`config.mk`:
```
export PLATFORM = sky130hd
export DESIGN_NAME = cap_regs
export DESIGN_NICKNAME = d
export VERILOG_FILES = /design/src/cap_pkg.sv /design/src/cap_regs.sv
export SDC_FILE = /design/constraint.sdc
export NUM_CORES = 1
export LEC_CHECK = 0
export ABC_AREA = 1
export BUFFER_PORTS_ARGS = -buffer_cell sky130_fd_sc_hd__buf_2
export CORE_UTILIZATION = 50
export DETAILED_ROUTE_END_ITERATION = 10
export PLACE_DENSITY = 0.75
export SYNTH_ARGS = -nofsm -noshare
export SYNTH_HDL_FRONTEND = slang
export SYNTH_SLANG_ARGS = --single-unit
```
`constraint.sdc`:
```
create_clock -name clk -period 3.3 [get_ports clk]
set_clock_uncertainty 0.05 [all_clocks]
set_input_delay 0.66 -clock clk [delete_from_list [all_inputs] [get_ports clk]]
set_output_delay 0.66 -clock clk [all_outputs]
set_load 0.1 [all_outputs]
```
`src/cap_pkg.sv`:
```
// package: register map, field positions and carriers for the counter array register access
package cap_pkg;
   localparam int NUM_MODULES = 6;
   localparam logic [7:0] ADDR_COUNTER_LOW = 8'h00_F9;
   localparam logic [7:0] ADDR_COUNTER_HIGH = 8'h00_FA;
   localparam logic [7:0] ADDR_VALUE_LOW [NUM_MODULES] = '{8'h00_FB, 8'h00_E9, 8'h00_EB,
      8'h00_ED, 8'h00_FD, 8'h00_D2};
   localparam logic [7:0] ADDR_VALUE_HIGH [NUM_MODULES] = '{8'h00_FC, 8'h00_EA, 8'h00_EC,
      8'h00_EE, 8'h00_FE, 8'h00_D3};
   localparam logic [7:0] BYTE_RESET = 8'h00_00;
   localparam logic [15:0] WORD_RESET = 16'h0000;
   localparam logic [7:0] READ_UNMAPPED = 8'h00_00;
   localparam int LOW_LSB = 0;
   localparam int HIGH_LSB = 8;

   // one special function register access from the core
   typedef struct packed {
      logic rd;
      logic wr;
      logic [7:0] addr;
      logic [7:0] wdata;
   } cap_sfr_req_s;

   // per-module state seen by the compare logic
   typedef struct packed {
      logic comparator_enable;
      logic [15:0] module_value;
      logic [15:0] reload_value;
   } cap_module_s;
endpackage

```
`src/cap_regs.sv`:
```
// register access logic for the counter array: counter, snapshot, module and reload values
`timescale 1ns/1ps
`default_nettype none
// Contract
// - counter as two cleared read/write bytes
// - high read returns snapshot taken at low read
// - watchdog on blocks counter low writes
// - watchdog on blocks counter high writes
// - six modules with cleared 16-bit value bytes
// - low address also reaches reload low byte
// - high address also reaches reload high byte
// - reload select steers module byte accesses
// - low byte write clears comparator enable
// - high byte write sets comparator enable
// - comparator enable turns compare function on
module cap_regs (
   input wire logic clk,
   input wire logic reset_n,
   input wire cap_pkg::cap_sfr_req_s sfr_req,
   output logic [7:0] sfr_rdata,
   input wire logic watchdog_enable,
   input wire logic reload_select,
   input wire logic counter_tick,
   input wire logic [cap_pkg::NUM_MODULES-1:0] mode_write,
   input wire logic [cap_pkg::NUM_MODULES-1:0] mode_comparator_enable,
   output logic [15:0] array_counter_value,
   output cap_pkg::cap_module_s [cap_pkg::NUM_MODULES-1:0] module_state,
   output logic [cap_pkg::NUM_MODULES-1:0] compare_active
);
   logic [15:0] counter;
   logic [15:0] next_counter;
   logic [7:0] snapshot;
   logic [7:0] next_snapshot;
   logic [7:0] next_rdata;
   logic [15:0] value [cap_pkg::NUM_MODULES];
   logic [15:0] reload [cap_pkg::NUM_MODULES];
   logic [cap_pkg::NUM_MODULES-1:0] cmp_en;
   logic [15:0] next_value [cap_pkg::NUM_MODULES];
   logic [15:0] next_reload [cap_pkg::NUM_MODULES];
   logic [cap_pkg::NUM_MODULES-1:0] next_cmp_en;
   logic wr_low;
   logic wr_high;

   ////////////////////////////////////////////////////////////////////////////////
   // counter and snapshot
   always_comb begin
      wr_low = sfr_req.wr && (sfr_req.addr == cap_pkg::ADDR_COUNTER_LOW);
      wr_high = sfr_req.wr && (sfr_req.addr == cap_pkg::ADDR_COUNTER_HIGH);
      next_counter = counter + 16'(counter_tick);
      // software writes win over the count, but not while the watchdog owns the counter
      if (wr_low && !watchdog_enable) begin
         next_counter[cap_pkg::LOW_LSB +: 8] = sfr_req.wdata;
      end
      if (wr_high && !watchdog_enable) begin
         next_counter[cap_pkg::HIGH_LSB +: 8] = sfr_req.wdata;
      end
      next_snapshot = snapshot;
      if (sfr_req.rd && (sfr_req.addr == cap_pkg::ADDR_COUNTER_LOW)) begin
         next_snapshot = counter[cap_pkg::HIGH_LSB +: 8];
      end
   end

   always_ff @(posedge clk) begin
      if (!reset_n) begin
         counter <= cap_pkg::WORD_RESET;
         snapshot <= cap_pkg::BYTE_RESET;
      end else begin
         counter <= next_counter;
         snapshot <= next_snapshot;
      end
   end

   ////////////////////////////////////////////////////////////////////////////////
   // module value, reload value and comparator enable
   for (genvar m = 0; m < cap_pkg::NUM_MODULES; m++) begin : g_module
      logic hit_low;
      logic hit_high;
      assign hit_low = sfr_req.wr && (sfr_req.addr == cap_pkg::ADDR_VALUE_LOW[m]);
      assign hit_high = sfr_req.wr && (sfr_req.addr == cap_pkg::ADDR_VALUE_HIGH[m]);

      always_comb begin
         next_value[m] = value[m];
         next_reload[m] = reload[m];
         next_cmp_en[m] = cmp_en[m];
         if (mode_write[m]) begin
            next_cmp_en[m] = mode_comparator_enable[m];
         end
         if (hit_low) begin
            if (reload_select) begin
               next_reload[m][cap_pkg::LOW_LSB +: 8] = sfr_req.wdata;
            end else begin
               next_value[m][cap_pkg::LOW_LSB +: 8] = sfr_req.wdata;
            end
            next_cmp_en[m] = 1'b0;
         end
         if (hit_high) begin
            if (reload_select) begin
               next_reload[m][cap_pkg::HIGH_LSB +: 8] = sfr_req.wdata;
            end else begin
               next_value[m][cap_pkg::HIGH_LSB +: 8] = sfr_req.wdata;
            end
            next_cmp_en[m] = 1'b1;
         end
      end

      always_ff @(posedge clk) begin
         if (!reset_n) begin
            value[m] <= cap_pkg::WORD_RESET;
            reload[m] <= cap_pkg::WORD_RESET;
            cmp_en[m] <= 1'b0;
         end else begin
            value[m] <= next_value[m];
            reload[m] <= next_reload[m];
            cmp_en[m] <= next_cmp_en[m];
         end
      end

      assign module_state[m].comparator_enable = cmp_en[m];
      assign module_state[m].module_value = value[m];
      assign module_state[m].reload_value = reload[m];
      assign compare_active[m] = cmp_en[m];
   end

   ////////////////////////////////////////////////////////////////////////////////
   // read data, registered one cycle after the read strobe
   always_comb begin
      next_rdata = cap_pkg::READ_UNMAPPED;
      if (sfr_req.addr == cap_pkg::ADDR_COUNTER_LOW) begin
         next_rdata = counter[cap_pkg::LOW_LSB +: 8];
      end else if (sfr_req.addr == cap_pkg::ADDR_COUNTER_HIGH) begin
         next_rdata = snapshot;
      end else begin
         for (int m = 0; m < cap_pkg::NUM_MODULES; m++) begin
            if (sfr_req.addr == cap_pkg::ADDR_VALUE_LOW[m]) begin
               next_rdata = reload_select ? reload[m][cap_pkg::LOW_LSB +: 8]
                                          : value[m][cap_pkg::LOW_LSB +: 8];
            end else if (sfr_req.addr == cap_pkg::ADDR_VALUE_HIGH[m]) begin
               next_rdata = reload_select ? reload[m][cap_pkg::HIGH_LSB +: 8]
                                          : value[m][cap_pkg::HIGH_LSB +: 8];
            end
         end
      end
      if (!sfr_req.rd) begin
         next_rdata = sfr_rdata;
      end
   end

   always_ff @(posedge clk) begin
      if (!reset_n) begin
         sfr_rdata <= cap_pkg::BYTE_RESET;
      end else begin
         sfr_rdata <= next_rdata;
      end
   end

   assign array_counter_value = counter;
endmodule // cap_regs
`default_nettype wire

```
* Word level (Yosys, flattened, before mapping)
Memories as Yosys holds them, arrays and structs flattened.
Cells that the tools add are included.
** Storage, ports and cells
- Bits in read-only memories :: 0
- Bits in writable memories :: 192
- Memories kept :: 2
- Output and inout bits :: 228
- Bits in latches :: 0
- Bits in registers :: 38
- Word-level logic and storage cells :: 170
** Memories
- reload :: words 6, width 16, rd ports 6, clocked after memory_dff 0, write ports 6, RTL line cap_regs.sv:36 : logic [15:0] reload [cap_pkg::NUM_MODULES];
- value :: words 6, width 16, rd ports 6, clocked after memory_dff 0, write ports 6, RTL line cap_regs.sv:35 : logic [15:0] value [cap_pkg::NUM_MODULES];
** Operators by class
- Div/mod/pow operators :: 0
- Bitwise operators :: 12
- Add/sub/neg operators :: 1
- Reduce and logical (&&, ||, !) cells :: 24
- $lt $le $gt $ge :: 0
- Shifts and indexed selects :: 0
- Equality and inequality tests :: 14
- Multiply operators :: 0
- Muxes and demuxes :: 108
** Operators by type and width (number)
- 2-to-1 mux 8 bit :: 76
- 2-to-1 mux 16 bit :: 12
- equality test 8 bit, second input constant :: 14
- 2-to-1 mux 1 bit :: 20
- nonzero test 3 bit :: 6
- logical AND 1 bit :: 17
- adder 16 x 1 -> 16 bit :: 1
- bitwise OR 1 bit :: 12
- zero test 1 bit :: 1

* Longest topological paths before layout
Gate-level depths: netlist of run 1.
- Word-level depth :: 15
- Gate-level depth with buffers :: 15
- Gate-level depth less buffers :: 13

* Least setup slack after synthesis of run 1
No wires, ideal clock.
- Path type :: reg2reg
- Start :: register counter[0] (netlist: array_counter_value[0])
- End :: register counter[14] (netlist: array_counter_value[14])
- Library setup time :: 0.116 ns
- Data required time :: 3.134 ns
- Setup slack :: 0.444 ns
- Stages on the path, launching flop included :: 11
- Path buffers :: 0
- Data arrival time :: 2.690 ns
- Cell sequence :: dfxtp_1 > ha_1 > ha_1 > nand3_1 > nor3b_1 > nand2_1 > nor2_1 > nand3_1 > xnor2_1 > o211ai_1 > inv_1
** On the way
- Cells in the longest elaborated chain, start to end :: 2
** Ends and longest elaborated chain
- start, declared :: RTL line cap_regs.sv:30 : logic [15:0] counter;
- start signal, assigned :: RTL line cap_regs.sv:65 : counter <= cap_pkg::WORD_RESET;
- start signal, assigned :: RTL line cap_regs.sv:68 : counter <= next_counter;
- adder 16 x 1 -> 16 bit :: RTL line cap_regs.sv:49 : next_counter = counter + 16'(counter_tick);
- 2-to-1 mux 8 bit :: RTL line cap_regs.sv:54 : if (wr_high && !watchdog_enable) begin
Every way passes these cells.
A chain may end at the register's enable or synchronous reset.

* Worst setup path in the final report of run 1
Same ends and word-level chain as after synthesis.

==> results.toml, run 1 <==
[critical_path]
crit_slowest_cell = "dfxtp_1"
crit_start = "array_counter_value[0]"
start_kind = "flip-flop"
path_class = "reg -> reg"
path_depth = 10
cpPeakStageDelay_ns = 0.39
rr_worst_depth = 10
r2r_slack_ns = 1.07
endpoint_kind = "flip-flop"
reg2reg_to = "array_counter_value[14]"
crit_family = "simple AND/OR/NAND/NOR gates"
cp_max_fo = 3
critPathRequiredTime_ns = 3.67
crit_chain = "ha_1 > ha_1 > nand3_1 > nor3b_1 > nand2_1 > nor2_1 > nand3_1 > xnor2_1 > o211ai_1 > inv_1"
timing.rr.start = "array_counter_value[0]"
crit_end = "array_counter_value[14]"
critical_path_buf_inv_count = 1
arrival_ns = 2.60

[die]
rows = 53
fp.dieArea_sq_um = 22400
boundaryPins = 263
core_sq_um = 21200
dieHeight_um = 150
chipWidth_um = 150
start_util_pct = 51.4

[grt]
grt_max_degree = 135
grt_util_all_layers_pct = 32.5
gr-total-overflow = 0
grt_antenna_before_repair = 0
grt_pass1_vias = 10133
grt_pass1_wl_um = 56300

[run]
max_cap_violations = 0

[logic_synthesis]
syn_area_sq_um = 10900
yosys_warnings = 0
synthCells = 1471
synth_compound_area_share_pct = 21.6
synth_top_area_share_pct = 42.3
synthTopCellsByArea = "dfxtp_1 42%, nand2_1 11%, a21oi_1 8.4%"
synth-adder-area-share_pct = 0.230
async_flop_share_pct = 0
synthSimpleGateAreaFrac_pct = 25.1
ys_seq_area_share_pct = 42.3
ys.flop_type = "dfxtp_1"
ys_ff_latch = 230
synth.area.mux_share_pct = 0.517
synth_top_family_by_area = "simple AND/OR/NAND/NOR gates"
avgSynthCellArea_sq_um = 7.40
synth-edff-count = 0
synth_cell_type_count = 38
yosysTopAreaCell = "dfxtp_1"
synth_nets = 1508
synth_xor_area_share_pct = 1.05

[clock_network]
cts.sinks = 230
clkLatencyLatePin_ns = 0.53
path_clk_slew_ns = 0.06
cts_tree = "done"
clockRootBuffer = "clkbuf_16"
cts_setup_buffers = 0
ctsLongestPathBuffers = 3
cts_max_level = 1
cts_resized = 0
numCtsBuffers = 25
cts_hold_buf = 0

[timing]
fin_crit_sh_pct = 67.5
hold_viol_final = 0
final_max_slew_viol_count = 0
slew_headroom_pct = 23.2
worstMarginPinSlew_ns = 1.15
setup_violations = 0
finalCriticalPeriod_ns = 2.23
rsz0062_at_grt = "false"
tns_ns = 0
fmax_mhz = 449

[placed_design]
port_buffers = 262
dpl.hpwl_um = 25800
dpl.cell_count = 1918
place.gp.congestion = 0.887

[worst_hold_path]
min_from = "mode_write[4]"
hold_class = "in -> reg"

[layout]
n_fill_cell = 2012
final_core_util_pct = 60.9
nets = 1707
syn_to_final_growth_pct = 18.4
finalNonFillerCells = 1964
drive_gt1_share_pct = 24.6
diodes = 0

[route]
first_pass_iters = 7
routedWlPerCell_um = 18.9
drt-initial-drc-count = 1081
antenna_left = 0
vias = 11205
drt_wl_total_um = 37100
drc = 0
routed_via_density = 5.71

[status]
outcome = "complete, no violations"

[power]
power.static_leakage_nw = 5.89
ir_worst_vdd_v = 0.000370
pwr_density_cell_nw_per_um2 = 469
finalPower_mw = 6.04
==> cells in the mapped netlist (2+ instances only) <==
library cell,instances
nand2_1,327
dfxtp_1,230
a21oi_1,183
o21ai_0,142
nand3_1,95
nor2_1,85
inv_1,78
clkbuf_1,41
buf_2,34
o211ai_1,30
a211oi_1,24
buf_4,22
o21ai_1,22
nand4_1,19
or2_2,17
nor2_4,16
inv_2,9
a211oi_2,8
a21oi_2,8
buf_6,8
clkinv_1,8
nand2_2,8
nor2_2,7
xor2_1,7
a31oi_1,6
xnor2_1,6
mux2_2,5
clkbuf_8,4
nand2_4,4
nand3_2,4
nor3_1,3
nor3_4,3
ha_1,2
nor2_8,2
==> report_power, final <==
part           switching [mW]  internal (mW)  total [mW]
registers             0.00953           2.79        2.80
clock network            1.16           1.64        2.80
logic                   0.361         0.0835       0.445
total                    1.53           4.51        6.04
==> how the worst min path moves through the flow <==
| stage | endpoint | slack [ns] | depth (start not counted) |
|---|---|---|---|
| floorplan | snapshot[0] | 0.37 | 2 |
| global placement | snapshot[1] | 0.39 | 2 |
| detailed placement | snapshot[1] | 0.39 | 2 |
| CTS | compare_active[4] | 0.38 | 4 |
| global route | compare_active[1] | 0.40 | 3 |
| finish | compare_active[4] | 0.39 | 4 |
==> metal layers <==
layer / routed length, um / vias to the layer above / global-route usage, %
li1: - / 5325 / -
met2: 17100 / 611 / 50.5
met4: 1520 / 0 / 14.4
met3: 3280 / 103 / 3.93
met5: 0 / - / 0
met1: 15200 / 5166 / 45.0
==> flip-flops by register name, summed over array words and instances (netlist names) <==
signal,count
compare_active,6
array_counter_value,16
snapshot,8
reload,96
value,96
sfr_rdata,8
==> metrics by stage <==
| stage | hold slack, ns | cell area, sq um | setup WS (ns) |
|---|---|---|---|
| after detailed placement | 0.392 | 12100 | 0.644 |
| after CTS | 0.378 | 12900 | 1.07 |
| after floorplan | 0.375 | 10900 | 0.444 |
| after global routing | 0.400 | 12900 | 0.785 |
| final | 0.390 | 12900 | 1.07 |
| after global placement | 0.388 | 12100 | 0.686 |
==> worst min-delay path, stage by stage <==
cell and delay (ns):
buf_2 0.11, nor3_1 0.05, nand2_1 0.05, a21oi_1 0.05
==> cells by family (layout without fill, tap and decap cells) <==
kind of cell               count (synthesis)  count (layout)
AOI/OAI and AO/OA                        423             423
xor gates and xnor gates                  13              13
muxes                                      5               5
and+or+nand+nor                          593             593
DFF                                      230             230
adders and majority gates                  2               2
buffers and inverters                    205             423
==> area by class of cell <==
type / count / area [sq um] / area share (%)
Multi-Input combinational cell: 1036 / 5280 / 41.0
Sequential cell: 230 / 4600 / 35.8
Timing Repair Buffer: 281 / 1470 / 11.4
Clock buffer: 39 / 748 / 5.81
Inverter: 96 / 364 / 2.83
Tap cell: 275 / 344 / 2.67
Clock inverter: 7 / 67.6 / 0.525
==> layout by cell type, fill, tap and decap left out, types with 7 or more instances in the layout <==
cell,count
a211oi_1,24
a211oi_2,8
a21oi_1,183
a21oi_2,8
buf_2,261
buf_4,19
clkbuf_1,7
clkbuf_16,25
clkbuf_8,7
clkinv_1,7
dfxtp_1,230
inv_1,78
inv_2,9
nand2_1,327
nand2_2,8
nand3_1,95
nand4_1,19
nor2_1,85
nor2_2,7
nor2_4,16
o211ai_1,30
o21ai_0,142
o21ai_1,22
or2_2,17
xor2_1,7
Note: power is estimated with default switching activity, not from simulation.
==> run 2: changes to the inputs <==
- clock period: 3.3 -> 2.1 ns (I/O delays scaled with it)
==> run 2 against run 1 <==
Compared with the run above:
- setup slack worse by 0.92 ns
- combinational power up 77%
- global-route usage up 1.0 points
- final cell count up 3.4%
- clock-buffer cell count down 2
==> results.toml, run 2 (synthesized netlist as in run 1, its figures left out) <==
[critical_path]
endpoint_kind = "primary output"
crit_family = "buffers and inverters"
timing.rr.start = "value[1][15]"
cp_max_fo = 3
critical_path_buf_inv_count = 1
arrival_ns = 1.47
start_kind = "flip-flop"
path_class = "reg -> out"
crit_chain = "buf_2"
crit_start = "reload[4][9]"
cpPeakStageDelay_ns = 0.48
critPathRequiredTime_ns = 1.63
crit_slowest_cell = "buf_2"

[route]
routed_via_density = 5.68
routedWlPerCell_um = 18.8
drt-initial-drc-count = 1186
drt_wl_total_um = 38100
vias = 11531
first_pass_iters = 5
antenna_left = 0
drc = 0

[placed_design]
dpl.hpwl_um = 27100
port_buffers = 262
place.gp.congestion = 0.933

[timing]
worstMarginPinSlew_ns = 0.732
fin_crit_sh_pct = 92.5
slew_headroom_pct = 51.1
tns_ns = 0
hold_viol_final = 0
setup_violations = 0
fmax_mhz = 515
final_max_slew_viol_count = 0
rsz0062_at_grt = "false"
finalCriticalPeriod_ns = 1.94

[clock_network]
cts.sinks = 230
clockRootBuffer = "clkbuf_16"
numCtsBuffers = 25
cts_setup_buffers = 0
cts_hold_buf = 0
ctsLongestPathBuffers = 3
clkLatencyLatePin_ns = 0.54
cts_tree = "done"
cts_resized = 0
cts_max_level = 1
path_clk_slew_ns = 0.06

[grt]
grt_antenna_before_repair = 0
grt_max_degree = 78
grt_util_all_layers_pct = 33.5
grt_pass1_vias = 10249
grt_pass1_wl_um = 57600
gr-total-overflow = 0

[die]
start_util_pct = 51.4
rows = 53
chipWidth_um = 150
core_sq_um = 21200
dieHeight_um = 150
boundaryPins = 263
fp.dieArea_sq_um = 22400

[power]
pwr_density_cell_nw_per_um2 = 685
finalPower_mw = 9.27
power.static_leakage_nw = 6.22
ir_worst_vdd_v = 0.000528

[layout]
drive_gt1_share_pct = 28.2
nets = 1777
most-common-layout-cells = "327 x nand2_1, 261 x buf_2, 219 x dfxtp_1"
final_common_cell = "nand2_1"
diodes = 0
syn_to_final_growth_pct = 24.4

[status]
outcome = "complete, no violations"

[run]
max_cap_violations = 0

[worst_hold_path]
hold_class = "in -> reg"
min_from = "reset_n"
==> run 2: cell count changes in the layout (fill, tap and decap cells not counted), sizes merged <==
cell	change
buf	+70
clkinvlp	+2
bufinv	-1
inv	-1
clkbuf	-2
clkinv	-2
==> run 2: cell type report <==
class	instances	area (sq um)
fill	1887	7620
multi-input combinational	1036	5320
sequential	230	4620
timing repair buffer	351	2140
clock buffer	37	701
inverter	96	364
tap	275	344
clock inverter	5	37.5
==> run 2: per-layer routing <==
layer / GRT usage, % / vias up / wire [um]
li1: - / 5478 / -
met1: 46.7 / 5354 / 15800
met2: 52.7 / 615 / 17500
met3: 4.18 / 84 / 3470
met4: 12.2 / 0 / 1270
met5: 0 / - / 0
==> run 2: worst paths after layout <==
kind | slack, ns | end | cells after the start
worst min-delay path | 0.14 | value[2][10] | 3
worst max-delay path | 0.16 | module_state[141] | 1
worst min register to register | 0.40 | snapshot[2] | 2
worst max register to register | 0.17 | sfr_rdata[7] | 11
==> run 2: tightest hold or removal path: stages <==
cell	delay (ns)
buf_2	0.14
o21ai_0	0.08
a21oi_1	0.04
==> run 2: metrics by stage <==
step / setup WS [ns] / cells / hold slack, ns / instance area, sq um / util [%]
finish: 0.157 / 2030 / 0.140 / 13500 / 64.0
global route: 0.0665 / 2030 / 0.181 / 13500 / 64.0
CTS: 0.167 / 2030 / 0.130 / 13500 / 64.0
detailed placement: -0.348 / 1988 / 0.392 / 12800 / 60.5
global placement: -0.358 / 1988 / 0.390 / 12800 / 60.5
floorplan: -0.0523 / 1471 / 0.375 / 10900 / -
==> run 2: power breakdown <==
part	internal [mW]	leakage [nW]	switching, mW
clock	2.30	0.353	1.78
sequential	4.38	1.86	0.0163
combinational	0.198	4.01	0.589
==> run 3: changes to the inputs <==
--- a/config.mk
+++ b/config.mk
@@ -11,4 +11,5 @@
 export DETAILED_ROUTE_END_ITERATION = 10
 export PLACE_DENSITY = 0.75
+export REMOVE_ABC_BUFFERS = 1
 export SYNTH_ARGS = -nofsm -noshare
 export SYNTH_HDL_FRONTEND = slang
==> constraint.sdc (replaced) <==
create_clock -name clk -period 2.1 [get_ports clk]
set_clock_uncertainty 0.05 [all_clocks]
set_input_delay 0.21 -clock clk [delete_from_list [all_inputs] [get_ports clk]]
set_output_delay 0.21 -clock clk [all_outputs]
set_load 0.1 [all_outputs]
==> run 3 against run 2 <==
Compared with the run above:
- flip-flop and latch count stayed put
- setup slack worse by 0.052 ns
- utilization decreased by 1.2 points
- clock power increased by 15%
- first-iteration DRC count is 3.8% lower
- worst hold slack got worse by 0.13 ns
- routed wire length down 0.75%
- total power is 6.1% higher
- sequential power is essentially flat
- register-to-register slack lost 0.06 ns
- final cell count down 1.5%
- non-clock buffer count is 36 lower
- largest power group is now clock
==> results.toml, run 3 (synthesized netlist as in run 1, its figures left out) <==
[timing]
fmax_mhz = 501
layout_setup_ws_ns = 0.106
worstMarginPinSlew_ns = 0.615
final_max_slew_viol_count = 0
slew_headroom_pct = 59.0
finalCriticalPeriod_ns = 1.99
tns_ns = 0
setup_violations = 0
hold_viol_final = 0
fin_crit_sh_pct = 95.0

[placed_design]
place.gp.congestion = 0.935
dpl.hpwl_um = 26700
port_buffers = 262
place_ws_ns = 0.0601

[die]
core_sq_um = 21200
rows = 53
fp.dieArea_sq_um = 22400
dieHeight_um = 150
boundaryPins = 263
chipWidth_um = 150
start_util_pct = 51.4

[critical_path]
critical_path_buf_inv_count = 1
critPathRequiredTime_ns = 2.49
arrival_ns = 2.39
start_kind = "flip-flop"
crit_family = "simple AND/OR/NAND/NOR gates"
timing.rr.start = "array_counter_value[0]"
endpoint_kind = "flip-flop"
crit_start = "array_counter_value[0]"
crit_chain = "ha_1 > ha_1 > nand3_2 > nor3b_2 > nand2_1 > nor2_4 > nand3_1 > xnor2_1 > o211ai_1 > inv_1"
path_common_cell = "ha_1"
cp_max_fo = 3
crit_slowest_cell = "dfxtp_1"
path_class = "reg -> reg"
cpPeakStageDelay_ns = 0.35

[clock_network]
cts.sinks = 230
cts_max_level = 1
ctsLongestPathBuffers = 3
clockRootBuffer = "clkbuf_16"
numCtsBuffers = 25
clkLatencyLatePin_ns = 0.55
cts_tree = "done"
path_clk_slew_ns = 0.06

[route]
drt-initial-drc-count = 1141
drc = 0
vias = 11335
first_pass_iters = 5
antenna_left = 0
routed_via_density = 5.67
drt_wl_total_um = 37800
routedWlPerCell_um = 18.9

[layout]
syn_to_final_growth_pct = 22.1
drive_gt1_share_pct = 26.2
most-common-layout-cells = "327 x nand2_1, 261 x buf_2, 230 x dfxtp_1"
final_core_util_pct = 62.8
nets = 1741
n_fill_cell = 1889
final_common_cell = "nand2_1"

[grt]
gr-total-overflow = 0
grt_pass1_wl_um = 56600
grt_pass1_vias = 10064
grt_util_all_layers_pct = 32.8
grt_antenna_before_repair = 2
grt_max_degree = 75

[power]
power.static_leakage_nw = 6.10
pwr_density_cell_nw_per_um2 = 740
ir_worst_vdd_v = 0.000656
finalPower_mw = 9.83

[worst_hold_path]
min_from = "counter_tick"
hold_class = "in -> reg"

[run]
max_cap_violations = 0

[status]
outcome = "complete, no violations"
-- run 3: changes by cell type in the layout (fill, tap and decap cells not counted), moves of 6 or more --
cell,change
clkinv_2,+6
dfxtp_1,+11
clkbuf_1,-6
buf_4,-34
dfxtp_2,-9
buf_12,-7
-- run 3: final timing paths --
check,endpoint,slack [ns],depth (start not counted)
worst max-delay path,array_counter_value[12],0.11,10
worst min-delay path,array_counter_value[0],0.009,4
worst max register to register,array_counter_value[12],0.11,10
worst min register to register,snapshot[2],0.41,2
-- run 3: layout make-up --
cell class	instances	area (sq um)	area share, %
Clock buffer	30	664	5.00
Clock inverter	16	206	1.55
Inverter	96	364	2.74
Antenna cell	2	5.00	0.0377
Sequential cell	230	4600	34.7
Tap cell	275	344	2.59
Timing Repair Buffer	315	1800	13.5
Multi-Input combinational cell	1036	5300	39.9
-- run 3: worst register-to-register path, cell delays in order, from the launching register on --
cell and delay, ns:
dfxtp_1 0.35, ha_1 0.21, ha_1 0.21, nand3_2 0.11
nor3b_2 0.23, nand2_1 0.11, nor2_4 0.13, nand3_1 0.11
xnor2_1 0.15, o211ai_1 0.17, inv_1 0.05
-- run 3: what timing repair did --
item	in CTS	in global routing
hold buffers	5	0
hold endpoints to repair	7	0
setup buffers	0	1
endpoints found under the setup margin	0	3
resized for setup	0	4
-- run 3: layer usage --
metal	vias up	track usage [%]	routed length (um)	share of wire [%]
li1	5389	-	-	-
met1	5196	45.8	15800	42
met2	660	50.0	16600	44
met3	90	5.34	3990	11
met4	0	13.2	1420	3.7
met5	-	0	0	0
-- run 3: power breakdown --
group          internal (mW)  leakage (nW)  switching [mW]
registers               4.38          1.85          0.0143
clock network           2.77         0.424            1.91
logic                  0.170          3.82           0.583
total                   7.32          6.10            2.51
-- run 3: through the flow --
stage | cell area (sq um) | hold slack (ns) | instances
2_1_floorplan | 10200 | 0.298 | 1362
5_1_grt | 13300 | 0.0306 | 2000
6_report | 13300 | 0.00865 | 2000
3_3_place_gp | 12300 | 0.391 | 1946
4_1_cts | 13300 | 0.00207 | 1997
3_5_place_dp | 12300 | 0.401 | 1946
